<file path="config.mk">
export PLATFORM = sky130hd
export DESIGN_NAME = flow_unit
export DESIGN_NICKNAME = d
export VERILOG_FILES = /design/src/rtl/flow_pkg.sv /design/src/rtl/flow_unit.sv /design/src/rtl/sub_flags.sv
export SDC_FILE = /design/constraint.sdc
export NUM_CORES = 2
export LEC_CHECK = 0
export BUFFER_PORTS_ARGS = -buffer_cell sky130_fd_sc_hd__buf_2
export CORE_UTILIZATION = 45
export CTS_CLUSTER_SIZE = 10
export DETAILED_ROUTE_END_ITERATION = 10
export SYNTH_ARGS = -nofsm -noshare
export SYNTH_HDL_FRONTEND = slang
export SYNTH_SLANG_ARGS = --single-unit
</file>
<file path="constraint.sdc">
create_clock -name clk_sys_in -period 9.5 [get_ports clk_sys_in]
set_input_delay 0.95 -clock clk_sys_in [delete_from_list [all_inputs] [get_ports clk_sys_in]]
set_output_delay 0.95 -clock clk_sys_in [all_outputs]
set_load 0.01 [all_outputs]
</file>
<file path="src/rtl/flow_pkg.sv">
// package: offsets, field layout, reset values, cycle counts and codes of the flow unit
package flow_pkg;

	// register byte offsets on the bus
	localparam logic [11:0] OFS_INSTR     = 12'h000;
	localparam logic [11:0] OFS_PC        = 12'h004;
	localparam logic [11:0] OFS_POINTER   = 12'h008;
	localparam logic [11:0] OFS_STATUS    = 12'h00c;
	localparam logic [11:0] OFS_STATE     = 12'h010;
	localparam logic [11:0] OFS_STACK_TOP = 12'h014;
	localparam logic [4:0]  WREG_REGION   = 5'h02;   // 0x100..0x17c, haddr[11:7]
	localparam logic [4:0]  IO_REGION     = 5'h03;   // 0x180..0x1fc, haddr[11:7]

	// instruction word fields
	localparam int OP_LSB       = 0;
	localparam int RD_LSB       = 5;
	localparam int RR_LSB       = 10;
	localparam int BIT_LSB      = 15;
	localparam int IMM_LSB      = 18;
	localparam int TWO_WORD_BIT = 26;
	localparam int IO_HI_BIT    = 27;

	// state word fields
	localparam int ST_BUSY_BIT    = 0;
	localparam int ST_SKIP_BIT    = 1;
	localparam int ST_TAKEN_BIT   = 2;
	localparam int ST_ILLEGAL_BIT = 3;
	localparam int ST_CYC_LSB     = 4;
	localparam int ST_SP_LSB      = 8;

	// status register flag positions
	localparam int FLAG_C = 0;
	localparam int FLAG_Z = 1;
	localparam int FLAG_N = 2;
	localparam int FLAG_V = 3;
	localparam int FLAG_S = 4;
	localparam int FLAG_H = 5;
	localparam int FLAG_T = 6;
	localparam int FLAG_I = 7;

	// values after reset
	localparam logic [15:0] PC_RST      = 16'h0000;
	localparam logic [15:0] POINTER_RST = 16'h0000;
	localparam logic [7:0]  STATUS_RST  = 8'h00;
	localparam logic [31:0] INSTR_RST   = 32'h0000_0000;

	// cycle counts
	localparam logic [1:0] CYC_PLAIN        = 2'h1;
	localparam logic [1:0] CYC_POINTER_JUMP = 2'h2;
	localparam logic [1:0] CYC_POINTER_CALL = 2'h3;
	localparam logic [1:0] CYC_BRANCH_TAKEN = 2'h2;
	localparam logic [1:0] CYC_IO_BIT       = 2'h2;
	localparam logic [1:0] CYC_SKIP_ONE     = 2'h2;
	localparam logic [1:0] CYC_SKIP_TWO     = 2'h3;

	typedef enum logic [4:0] {
		OP_POINTER_JUMP         = 5'h00,
		OP_POINTER_CALL         = 5'h01,
		OP_COMPARE_SKIP_EQUAL   = 5'h02,
		OP_COMPARE_IMMEDIATE    = 5'h03,
		OP_SKIP_REG_BIT_CLEAR   = 5'h04,
		OP_SKIP_REG_BIT_SET     = 5'h05,
		OP_SKIP_IO_BIT_CLEAR    = 5'h06,
		OP_SKIP_IO_BIT_SET      = 5'h07,
		OP_BRANCH_FLAG_SET      = 5'h08,
		OP_BRANCH_FLAG_CLEAR    = 5'h09,
		OP_BRANCH_UNSIGNED_GE   = 5'h0a,
		OP_BRANCH_UNSIGNED_LT   = 5'h0b,
		OP_BRANCH_CARRY_CLEAR   = 5'h0c,
		OP_BRANCH_CARRY_SET     = 5'h0d,
		OP_BRANCH_SIGNED_GE     = 5'h0e,
		OP_BRANCH_SIGNED_LT     = 5'h0f,
		OP_BRANCH_HALFCARRY_SET = 5'h10,
		OP_BRANCH_HALFCARRY_CLR = 5'h11,
		OP_BRANCH_XFER_BIT_SET  = 5'h12,
		OP_BRANCH_XFER_BIT_CLR  = 5'h13,
		OP_BRANCH_OVERFLOW_SET  = 5'h14,
		OP_BRANCH_OVERFLOW_CLR  = 5'h15,
		OP_BRANCH_IRQ_ENABLED   = 5'h16,
		OP_BRANCH_IRQ_DISABLED  = 5'h17,
		OP_IO_BIT_SET           = 5'h18,
		OP_IO_BIT_CLEAR         = 5'h19
	} op_type;

	// gray codes along idle, run, wait
	typedef enum logic [1:0] {
		ST_IDLE = 2'b00,
		ST_RUN  = 2'b01,
		ST_WAIT = 2'b11
	} state_type;

endpackage : flow_pkg

</file>
<file path="src/rtl/flow_unit.sv">
// flow unit: jumps, calls, skips, branches and i/o bit ops behind an ahb-lite slave
//
// The register addresses and the AHB-Lite register port are this design's own decisions.
`timescale 1ns/1ps
module flow_unit import flow_pkg::*; #(
	parameter int STACK_DEPTH = 16
) (
	input  wire logic        clk_sys_in,
	input  wire logic        nrst_in,
	input  wire logic        clk_en_in,
	input  wire logic        hsel_in,
	input  wire logic [31:0] haddr_in,
	input  wire logic [1:0]  htrans_in,
	input  wire logic        hwrite_in,
	input  wire logic [2:0]  hsize_in,
	input  wire logic [31:0] hwdata_in,
	input  wire logic        hready_in,
	output logic      [31:0] hrdata_out,
	output logic             hreadyout_out,
	output logic             hresp_out,
	output logic      [15:0] pc_out,
	output logic             busy_out
);
	localparam int SAW = $clog2(STACK_DEPTH);

	state_type   state_r;
	logic [31:0] instr_r;
	logic [15:0] pc_r, ptr_r;
	logic [7:0]  status_register_r;
	logic [7:0]  wreg_mem [32];
	logic [7:0]  io_mem [32];
	logic [15:0] stack_mem [STACK_DEPTH];
	logic [SAW-1:0] sp_r;
	logic [1:0]  wait_cnt_r, last_cyc_r;
	logic        last_skip_r, last_taken_r, last_bad_r;
	logic        dp_valid_r, dp_write_r, dp_hi_r, rd_done_r;
	logic [11:0] dp_addr_r;
	logic [31:0] hrdata_r, rd_mux;
	logic        stall, wr_fire, launch, run;
	logic        in_wreg, in_io;
	logic [4:0]  reg_idx;

	// instruction fields and operands
	op_type      op;
	logic [4:0]  rd_idx, rr_idx;
	logic [2:0]  bsel;
	logic [7:0]  imm, rd_val, rr_val, io_val;
	logic        two_word, io_hi;
	logic [15:0] br_target, k_ext;

	// execution results
	logic [15:0] pc_nxt;
	logic [7:0]  status_register_nxt;
	logic [1:0]  cyc_nxt;
	logic        skip, br_take, bad, push, io_we, io_bit_val;
	logic        cz, cn, cv, cc, ch;

	assign op        = op_type'(instr_r[OP_LSB +: 5]);
	assign rd_idx    = instr_r[RD_LSB +: 5];
	assign rr_idx    = instr_r[RR_LSB +: 5];
	assign bsel      = instr_r[BIT_LSB +: 3];
	assign imm       = instr_r[IMM_LSB +: 8];
	assign two_word  = instr_r[TWO_WORD_BIT];
	assign io_hi     = instr_r[IO_HI_BIT];
	assign rd_val    = wreg_mem[rd_idx];
	assign rr_val    = wreg_mem[rr_idx];
	assign io_val    = io_mem[rr_idx];
	assign k_ext     = {{9{imm[6]}}, imm[6:0]};
	assign br_target = pc_r + k_ext + 16'h0001;
	assign run       = (state_r == ST_RUN);

	sub_flags #(.W(8), .HALF_BIT(3)) u_cmp (
		.a_in      (rd_val),
		.b_in      (imm),
		.zero_out  (cz),
		.neg_out   (cn),
		.ovf_out   (cv),
		.carry_out (cc),
		.half_out  (ch)
	);

	// bus handshake: the master waits while an instruction runs or the clock is gated
	assign stall         = (state_r != ST_IDLE) | ~clk_en_in;
	assign hreadyout_out = clk_en_in & (~dp_valid_r | (dp_write_r ? ~stall : rd_done_r));
	assign hresp_out     = 1'b0;
	assign hrdata_out    = hrdata_r;
	assign wr_fire       = dp_valid_r & dp_write_r & ~stall & ~dp_hi_r;
	assign in_wreg       = (dp_addr_r[11:7] == WREG_REGION);
	assign in_io         = (dp_addr_r[11:7] == IO_REGION);
	assign reg_idx       = dp_addr_r[6:2];
	assign launch        = wr_fire & ~in_wreg & ~in_io & (dp_addr_r == OFS_INSTR);
	assign pc_out        = pc_r;
	assign busy_out      = (state_r != ST_IDLE);

	// address phase capture; upper address bits make the access unmapped
	always_ff @(posedge clk_sys_in) begin
		if (!nrst_in) begin
			dp_valid_r <= 1'b0;
			dp_write_r <= 1'b0;
			dp_hi_r    <= 1'b0;
			dp_addr_r  <= 12'h000;
		end else if (clk_en_in && hready_in) begin
			dp_valid_r <= hsel_in & htrans_in[1];
			dp_write_r <= hwrite_in;
			dp_hi_r    <= |haddr_in[31:12];
			dp_addr_r  <= {haddr_in[11:2], 2'b00};
		end
	end

	// read data is registered one cycle into the data phase, after any instruction ends
	always_comb begin
		rd_mux = 32'h0000_0000;
		if (dp_hi_r) begin
			rd_mux = 32'h0000_0000;
		end else if (in_wreg) begin
			rd_mux = {24'h000000, wreg_mem[reg_idx]};
		end else if (in_io) begin
			rd_mux = {24'h000000, io_mem[reg_idx]};
		end else begin
			case (dp_addr_r)
				OFS_INSTR:     rd_mux = instr_r;
				OFS_PC:        rd_mux = {16'h0000, pc_r};
				OFS_POINTER:   rd_mux = {16'h0000, ptr_r};
				OFS_STATUS:    rd_mux = {24'h000000, status_register_r};
				OFS_STATE: begin
					rd_mux[ST_BUSY_BIT]         = busy_out;
					rd_mux[ST_SKIP_BIT]         = last_skip_r;
					rd_mux[ST_TAKEN_BIT]        = last_taken_r;
					rd_mux[ST_ILLEGAL_BIT]      = last_bad_r;
					rd_mux[ST_CYC_LSB +: 2]     = last_cyc_r;
					rd_mux[ST_SP_LSB +: SAW]    = sp_r;
				end
				OFS_STACK_TOP: rd_mux = {16'h0000, stack_mem[sp_r - SAW'(1)]};
				default:       rd_mux = 32'h0000_0000;
			endcase
		end
	end

	always_ff @(posedge clk_sys_in) begin
		if (!nrst_in) begin
			hrdata_r  <= 32'h0000_0000;
			rd_done_r <= 1'b0;
		end else if (clk_en_in) begin
			if (hready_in) begin
				rd_done_r <= 1'b0;
			end else if (dp_valid_r && !dp_write_r && !stall) begin
				hrdata_r  <= rd_mux;
				rd_done_r <= 1'b1;
			end
		end
	end

	// decode and execute, evaluated during the single run cycle
	always_comb begin
		pc_nxt     = pc_r + 16'h0001;
		status_register_nxt   = status_register_r;
		cyc_nxt    = CYC_PLAIN;
		skip       = 1'b0;
		br_take    = 1'b0;
		bad        = 1'b0;
		push       = 1'b0;
		io_we      = 1'b0;
		io_bit_val = 1'b0;
		case (op)
			OP_POINTER_JUMP: begin
				pc_nxt  = ptr_r;
				cyc_nxt = CYC_POINTER_JUMP;
			end
			OP_POINTER_CALL: begin
				pc_nxt  = ptr_r;
				push    = 1'b1;
				cyc_nxt = CYC_POINTER_CALL;
			end
			OP_COMPARE_SKIP_EQUAL:   skip = (rd_val == rr_val);
			OP_COMPARE_IMMEDIATE: begin
				status_register_nxt[FLAG_Z] = cz;
				status_register_nxt[FLAG_N] = cn;
				status_register_nxt[FLAG_V] = cv;
				status_register_nxt[FLAG_C] = cc;
				status_register_nxt[FLAG_H] = ch;
			end
			OP_SKIP_REG_BIT_CLEAR:   skip = ~rr_val[bsel];
			OP_SKIP_REG_BIT_SET:     skip = rr_val[bsel];
			OP_SKIP_IO_BIT_CLEAR:    {bad, skip} = {io_hi, ~io_hi & ~io_val[bsel]};
			OP_SKIP_IO_BIT_SET:      {bad, skip} = {io_hi, ~io_hi & io_val[bsel]};
			OP_BRANCH_FLAG_SET:      br_take = status_register_r[bsel];
			OP_BRANCH_FLAG_CLEAR:    br_take = ~status_register_r[bsel];
			OP_BRANCH_UNSIGNED_GE:   br_take = ~status_register_r[FLAG_C];
			OP_BRANCH_UNSIGNED_LT:   br_take = status_register_r[FLAG_C];
			OP_BRANCH_CARRY_CLEAR:   br_take = ~status_register_r[FLAG_C];
			OP_BRANCH_CARRY_SET:     br_take = status_register_r[FLAG_C];
			OP_BRANCH_SIGNED_GE:     br_take = ~(status_register_r[FLAG_N] ^ status_register_r[FLAG_V]);
			OP_BRANCH_SIGNED_LT:     br_take = status_register_r[FLAG_N] ^ status_register_r[FLAG_V];
			OP_BRANCH_HALFCARRY_SET: br_take = status_register_r[FLAG_H];
			OP_BRANCH_HALFCARRY_CLR: br_take = ~status_register_r[FLAG_H];
			OP_BRANCH_XFER_BIT_SET:  br_take = status_register_r[FLAG_T];
			OP_BRANCH_XFER_BIT_CLR:  br_take = ~status_register_r[FLAG_T];
			OP_BRANCH_OVERFLOW_SET:  br_take = status_register_r[FLAG_V];
			OP_BRANCH_OVERFLOW_CLR:  br_take = ~status_register_r[FLAG_V];
			OP_BRANCH_IRQ_ENABLED:   br_take = status_register_r[FLAG_I];
			OP_BRANCH_IRQ_DISABLED:  br_take = ~status_register_r[FLAG_I];
			OP_IO_BIT_SET, OP_IO_BIT_CLEAR: begin
				// the upper half of i/o space has no bit access: treated as illegal
				if (io_hi) begin
					bad = 1'b1;
				end else begin
					io_we      = 1'b1;
					io_bit_val = (op == OP_IO_BIT_SET);
					cyc_nxt    = CYC_IO_BIT;
				end
			end
			default: bad = 1'b1;
		endcase
		if (skip) begin
			pc_nxt  = pc_r + (two_word ? 16'h0003 : 16'h0002);
			cyc_nxt = two_word ? CYC_SKIP_TWO : CYC_SKIP_ONE;
		end
		if (br_take) begin
			pc_nxt  = br_target;
			cyc_nxt = CYC_BRANCH_TAKEN;
		end
	end

	// sequencer: one run cycle, then wait cycles to make up the instruction length
	always_ff @(posedge clk_sys_in) begin
		if (!nrst_in) begin
			state_r    <= ST_IDLE;
			wait_cnt_r <= 2'h0;
		end else if (clk_en_in) begin
			case (state_r)
				ST_IDLE: if (launch) state_r <= ST_RUN;
				ST_RUN: begin
					wait_cnt_r <= cyc_nxt - 2'h1;
					state_r    <= (cyc_nxt == CYC_PLAIN) ? ST_IDLE : ST_WAIT;
				end
				ST_WAIT: begin
					wait_cnt_r <= wait_cnt_r - 2'h1;
					if (wait_cnt_r == 2'h1) state_r <= ST_IDLE;
				end
				default: state_r <= ST_IDLE;
			endcase
		end
	end

	// instruction word and outcome record
	always_ff @(posedge clk_sys_in) begin
		if (!nrst_in) begin
			instr_r      <= INSTR_RST;
			last_cyc_r   <= 2'h0;
			last_skip_r  <= 1'b0;
			last_taken_r <= 1'b0;
			last_bad_r   <= 1'b0;
		end else if (clk_en_in) begin
			if (launch) instr_r <= hwdata_in;
			if (run) begin
				last_cyc_r   <= cyc_nxt;
				last_skip_r  <= skip;
				last_taken_r <= br_take;
				last_bad_r   <= bad;
			end
		end
	end

	// program counter, pointer and status: bus writes only land while idle
	always_ff @(posedge clk_sys_in) begin
		if (!nrst_in) begin
			pc_r   <= PC_RST;
			ptr_r  <= POINTER_RST;
			status_register_r <= STATUS_RST;
		end else if (clk_en_in) begin
			if (run) begin
				pc_r   <= pc_nxt;
				status_register_r <= status_register_nxt;
			end else if (wr_fire && !in_wreg && !in_io) begin
				if (dp_addr_r == OFS_PC) pc_r <= hwdata_in[15:0];
				if (dp_addr_r == OFS_POINTER) ptr_r <= hwdata_in[15:0];
				if (dp_addr_r == OFS_STATUS) status_register_r <= hwdata_in[7:0];
			end
		end
	end

	// return stack: next address stored on the same edge as the pc moves
	always_ff @(posedge clk_sys_in) begin
		if (!nrst_in) begin
			sp_r <= '0;
		end else if (clk_en_in && run && push) begin
			stack_mem[sp_r] <= pc_r + 16'h0001;
			sp_r            <= sp_r + SAW'(1);
		end
	end

	// working registers and low i/o space; bit ops write one bit so w1c neighbours survive
	always_ff @(posedge clk_sys_in) begin
		if (!nrst_in) begin
			for (int i = 0; i < 32; i++) begin
				wreg_mem[i] <= 8'h00;
				io_mem[i]   <= 8'h00;
			end
		end else if (clk_en_in) begin
			if (run && io_we) begin
				io_mem[rr_idx][bsel] <= io_bit_val;
			end else if (wr_fire && in_wreg) begin
				wreg_mem[reg_idx] <= hwdata_in[7:0];
			end else if (wr_fire && in_io) begin
				io_mem[reg_idx] <= hwdata_in[7:0];
			end
		end
	end

	a_jump_target: assert property (@(posedge clk_sys_in) disable iff (!nrst_in)
		run && clk_en_in && op == OP_POINTER_JUMP |=> pc_r == $past(ptr_r) && state_r == ST_WAIT)
		else $error("pointer jump did not load pointer in two cycles");
	a_call_length: assert property (@(posedge clk_sys_in) disable iff (!nrst_in)
		run && clk_en_in && op == OP_POINTER_CALL |=> state_r == ST_WAIT [*2] ##1 state_r == ST_IDLE)
		else $error("pointer call did not take three cycles");
	a_call_push: assert property (@(posedge clk_sys_in) disable iff (!nrst_in)
		run && clk_en_in && op == OP_POINTER_CALL |=>
		stack_mem[$past(sp_r)] == $past(pc_r) + 16'h0001 && sp_r == $past(sp_r) + SAW'(1))
		else $error("call did not push the return address");
	a_equal_skip: assert property (@(posedge clk_sys_in) disable iff (!nrst_in)
		run && clk_en_in && op == OP_COMPARE_SKIP_EQUAL && rd_val == rr_val && !two_word |=>
		pc_r == $past(pc_r) + 16'h0002)
		else $error("equal compare did not skip one word");
	a_compare_flags: assert property (@(posedge clk_sys_in) disable iff (!nrst_in)
		run && clk_en_in && op == OP_COMPARE_IMMEDIATE |=> state_r == ST_IDLE &&
		status_register_r[FLAG_Z] == ($past(rd_val) == $past(imm)) &&
		status_register_r[FLAG_C] == ($past(rd_val) < $past(imm)) && status_register_r[7:6] == $past(status_register_r[7:6]))
		else $error("compare immediate flags or length wrong");
	a_flags_kept: assert property (@(posedge clk_sys_in) disable iff (!nrst_in)
		run && clk_en_in && op != OP_COMPARE_IMMEDIATE |=> $stable(status_register_r))
		else $error("flow instruction changed the status flags");
	a_branch_target: assert property (@(posedge clk_sys_in) disable iff (!nrst_in)
		run && clk_en_in && br_take |=> pc_r == $past(br_target) ##1 state_r == ST_IDLE)
		else $error("taken branch target or length wrong");
	a_branch_fall: assert property (@(posedge clk_sys_in) disable iff (!nrst_in)
		run && clk_en_in && op >= OP_BRANCH_FLAG_SET && op <= OP_BRANCH_IRQ_DISABLED && !br_take
		|=> state_r == ST_IDLE && pc_r == $past(pc_r) + 16'h0001)
		else $error("untaken branch not one cycle");
	a_signed_ge: assert property (@(posedge clk_sys_in) disable iff (!nrst_in)
		run && op == OP_BRANCH_SIGNED_GE |-> br_take == (status_register_r[FLAG_N] == status_register_r[FLAG_V]))
		else $error("signed ge condition wrong");
	a_skip_two_word: assert property (@(posedge clk_sys_in) disable iff (!nrst_in)
		run && clk_en_in && skip && two_word |=> state_r == ST_WAIT [*2] ##1 state_r == ST_IDLE)
		else $error("two-word skip not three cycles");
	a_io_bit_only: assert property (@(posedge clk_sys_in) disable iff (!nrst_in)
		run && clk_en_in && io_we |=> io_mem[$past(rr_idx)] ==
		(($past(io_val) & ~(8'h01 << $past(bsel))) | ({7'h00, $past(io_bit_val)} << $past(bsel))))
		else $error("i/o bit op touched other bits");
	a_io_high_refused: assert property (@(posedge clk_sys_in) disable iff (!nrst_in)
		run && clk_en_in && io_hi && (op == OP_IO_BIT_SET || op == OP_SKIP_IO_BIT_SET) |=>
		last_bad_r && io_mem[$past(rr_idx)] == $past(io_val))
		else $error("bit access above 0x1f not refused");

endmodule : flow_unit

</file>
<file path="src/rtl/sub_flags.sv">
// subtract-and-compare flag unit: result is not kept, only the flags
`timescale 1ns/1ps
module sub_flags #(
	parameter int W        = 8,
	parameter int HALF_BIT = 3
) (
	input  wire logic [W-1:0] a_in,
	input  wire logic [W-1:0] b_in,
	output logic              zero_out,
	output logic              neg_out,
	output logic              ovf_out,
	output logic              carry_out,
	output logic              half_out
);
	logic [W-1:0] diff;

	// overflow and half borrow from operand and result bits; carry from an unsigned compare
	always_comb begin
		diff      = a_in - b_in;
		zero_out  = (diff == '0);
		neg_out   = diff[W-1];
		ovf_out   = (a_in[W-1] & ~b_in[W-1] & ~diff[W-1]) | (~a_in[W-1] & b_in[W-1] & diff[W-1]);
		carry_out = (a_in < b_in);
		half_out  = (~a_in[HALF_BIT] & b_in[HALF_BIT]) | (b_in[HALF_BIT] & diff[HALF_BIT])
			| (diff[HALF_BIT] & ~a_in[HALF_BIT]);
	end
endmodule : sub_flags

</file>
==> impl_metrics.py <==
metrics = {
    "power_and_ir_drop": {
        "p_seq_share_pct": 52.1,
        "p_per_area_nw_per_um2": 158.3,
        "cellLeakagePower_nw": 17.22,
        "swShare_pct": 22.98,
        "clkPwrFrac_pct": 42.8,
        "irDropWorstVdd_mv": 0.1591,
        "power.switching_mw": 1.974,
        "internal_power_mw": 6.616,
        "p_total_mw": 8.590,
        "p_comb_share_pct": 5.1,
    },
    "run": {
        "cap_violations": 0,
    },
    "global_route": {
        "grt_most_used_layer": "met2",
        "use_met3_pct": 5.514,
        "gr-usage-all-layers_pct": 27.55,
        "grt_overflow": 0,
        "grt_pass1_wl_um": 225900,
        "grt_max_degree": 224,
        "gr-usage-met2_pct": 43.92,
        "grt_util_met1_pct": 37.61,
        "grt_pass1_vias": 32820,
        "antenna_found_initial": 5,
    },
    "cells_and_area": {
        "area_growth_pct": 9.378,
        "drive_gt1_share_pct": 20.21,
        "fill_cells": 9392,
        "nets": 3991,
    },
    "clocking": {
        "cts_tree": "built",
        "clk_pin_slew_worst_paths_ns": 0.06,
        "cts_root_buffer": "clkbuf_16",
        "cts_buffers": 104,
        "cts_setup_buffers": 0,
        "cts_max_path_buffers": 3,
        "hold_buffers": 0,
        "cts.sinks": 914,
        "cts_resized": 0,
        "htreeDepth": 3,
        "clk-insertion-delay-late_ns": 0.72,
    },
    "synth": {
        "synth_edf_count": 768,
        "syn-instance-count": 3934,
        "synth_nets": 4045,
        "synthArstFlopShare_pct": 0,
        "postSynthAreaPerCell_um2": 12.61,
        "synthTopCellsByCount": "768 x edfxtp_1, 432 x nor2_1, 362 x mux4_2",
        "synth_area_um2": 49620,
        "ys_ff_latch": 914,
        "yosys_warnings": 0,
        "yosysMostFrequentCell": "edfxtp_1",
        "synth_flop_cell": "edfxtp_1",
        "seq_area_frac_synth_pct": 52.37,
        "synth.top_cell.area_share_pct": 46.48,
        "synth_top_area_cell": "edfxtp_1",
        "synth.area.top_cells": "edfxtp_1 46%, mux4_2 16%, dfxtp_1 5.9%",
        "synth.distinct_cells": 91,
    },
    "die": {
        "std_cell_rows": 121,
        "core-area_um2": 109200,
        "die-area_um2": 111600,
        "die-width_um": 334.1,
        "start_util_pct": 45.46,
        "io_pins": 126,
        "die_h_um": 334.1,
    },
    "setup_path": {
        "critical_path_class": "flip-flop to flip-flop",
        "crit_path_max_fanout": 37,
        "cp-end-kind": "flip-flop",
        "arrival_ns": 6.14,
        "r2r_cells": 14,
        "critical_path_required_ns": 10.06,
        "crit_end": "wait_cnt_r[1]",
        "reg2reg_setup_slack_ns": 3.92,
        "cp-start-kind": "flip-flop",
        "timing.rr.end": "wait_cnt_r[1]",
    },
    "route": {
        "drt-initial-drc-count": 3940,
        "ant_nets": 0,
        "vias": 34340,
        "totalWireLength_um": 155200,
        "avgRoutedWirePerCell_um": 28.70,
        "viasPerCell": 6.351,
        "dr.pass1.iters": 8,
        "drc": 0,
    },
    "sta": {
        "tightest_slew_ns": 1.233,
        "finalSetupTns_ns": 0,
        "rsz0062_at_grt": "false",
        "drv_slew": 0,
        "setup_viol": 0,
        "fin_crit_sh_pct": 58.71,
        "fin_worst_skew_ns": 0.06359,
        "period_minus_slack_ns": 5.578,
        "hold_viol": 0,
        "max_freq_ghz": 0.1793,
        "max_slew_margin_pct": 17.53,
    },
    "status": {
        "status": "completed",
    },
    "placement": {
        "gp_congestion": 0.9341,
        "port_buffers": 118,
        "hpwl_um": 102700,
    },
    "worst_hold_path": {
        "min_path_type": "flip-flop to flip-flop",
    },
}
==> worst max-delay path, cell delays in order (launching register included) <==
cell and delay [ns]:
dfxtp_4 0.58, buf_4 0.70, mux4_2 0.61, mux2i_1 0.36
a32oi_1 0.19, nand4_1 0.15, o21ai_0 0.14, a211oi_2 0.65
xnor2_1 0.28, nor4b_4 0.14, nor3_4 0.69, and3_1 0.34
ha_1 0.24, o21ai_0 0.20, a211oi_1 0.06
==> worst min-delay path by stage <==
stage | slack, ns | cells after the start | endpoint | startpoint
3_5_place_dp | 0.45 | 2 | dp_addr_r[9] | dp_addr_r[9]
3_3_place_gp | 0.44 | 2 | dp_addr_r[9] | dp_addr_r[9]
4_1_cts | 0.45 | 2 | instr_r[28] | instr_r[28]
6_report | 0.45 | 2 | instr_r[28] | instr_r[28]
5_1_grt | 0.47 | 2 | instr_r[28] | instr_r[28]
2_1_floorplan | 0.44 | 2 | dp_addr_r[11] | dp_addr_r[11]
==> logic make-up (layout without fill, tap and decap cells) <==
group / count (synthesis) / after routing / share of synthesized area, %
AO/OA/AOI/OAI: 710 / 710 / 8.538
XOR/XNOR: 64 / 64 / 1.130
adder cells (fa/ha/maj): 36 / 36 / 0.9532
buffers and inverters: 406 / 401 / 3.717
flip-flops: 914 / 914 / 52.37
multiplexers: 594 / 594 / 21.63
other: 1 / 3 / 0.007557
AND/OR/NAND/NOR: 1209 / 1209 / 11.65
==> per-stage QoR <==
step	hold WS (ns)	area (um2)	setup slack [ns]	std cells	util, %
finish	0.4520	54270	3.922	5407	49.72
global route	0.4685	54270	3.617	5405	49.72
CTS	0.4534	54270	3.938	5405	49.72
detailed placement	0.4486	51260	3.986	5250	46.96
global placement	0.4442	51260	3.998	5250	46.96
floorplan	0.4360	49620	4.982	3934	-
==> area by class of cell <==
class | instances | area [um2] | share of cell area (%)
tap | 1476 | 1847 | 3.403
inverter | 35 | 133.9 | 0.2467
timing repair buffer | 211 | 1345 | 2.478
multi-input combinational | 2614 | 21920 | 40.39
clock buffer | 142 | 2785 | 5.132
antenna | 2 | 5.005 | 0.009221
sequential | 914 | 26020 | 47.94
clock inverter | 13 | 220.2 | 0.4057
==> state kept, by name, indices dropped and copies added (netlist names), 2 cells and up, named ones only <==
name and count:
dp_addr_r 10, hrdata_out 32, instr_r 32, wait_cnt_r 2, stack_mem 256, ptr_r 16, sp_r 4, last_cyc_r 2
state_r 2, wreg_mem 256, pc_out 16, status_register_r 8, io_mem 256
==> power groups by stage <==
stage | combinational, mW | clock [mW] | sequential [mW]
after floorplan | 0.289 | 0 | 4.52
after CTS | 0.429 | 3.73 | 4.47
after detailed placement | 0.427 | 0 | 4.56
final | 0.435 | 3.68 | 4.48
after global placement | 0.423 | 0 | 4.55
after global routing | 0.456 | 3.86 | 4.48
==> metal layers <==
metal | share of wire (%) | wire length, um
met1 | 40 | 62030
met2 | 47 | 72910
met3 | 9.6 | 14870
met4 | 3.4 | 5312
met5 | 0.022 | 34
==> cells in the final DEF, fill, tap and decap left out, drive strengths merged, types with 143 or more instances in the layout <==
master	count
o21ai	338
mux2i	187
nor2	432
nand2	256
buf	211
dfxtp	146
a21oi	143
edfxtp	768
mux4	375
and2	264
Power figures use the tool's default switching activity.
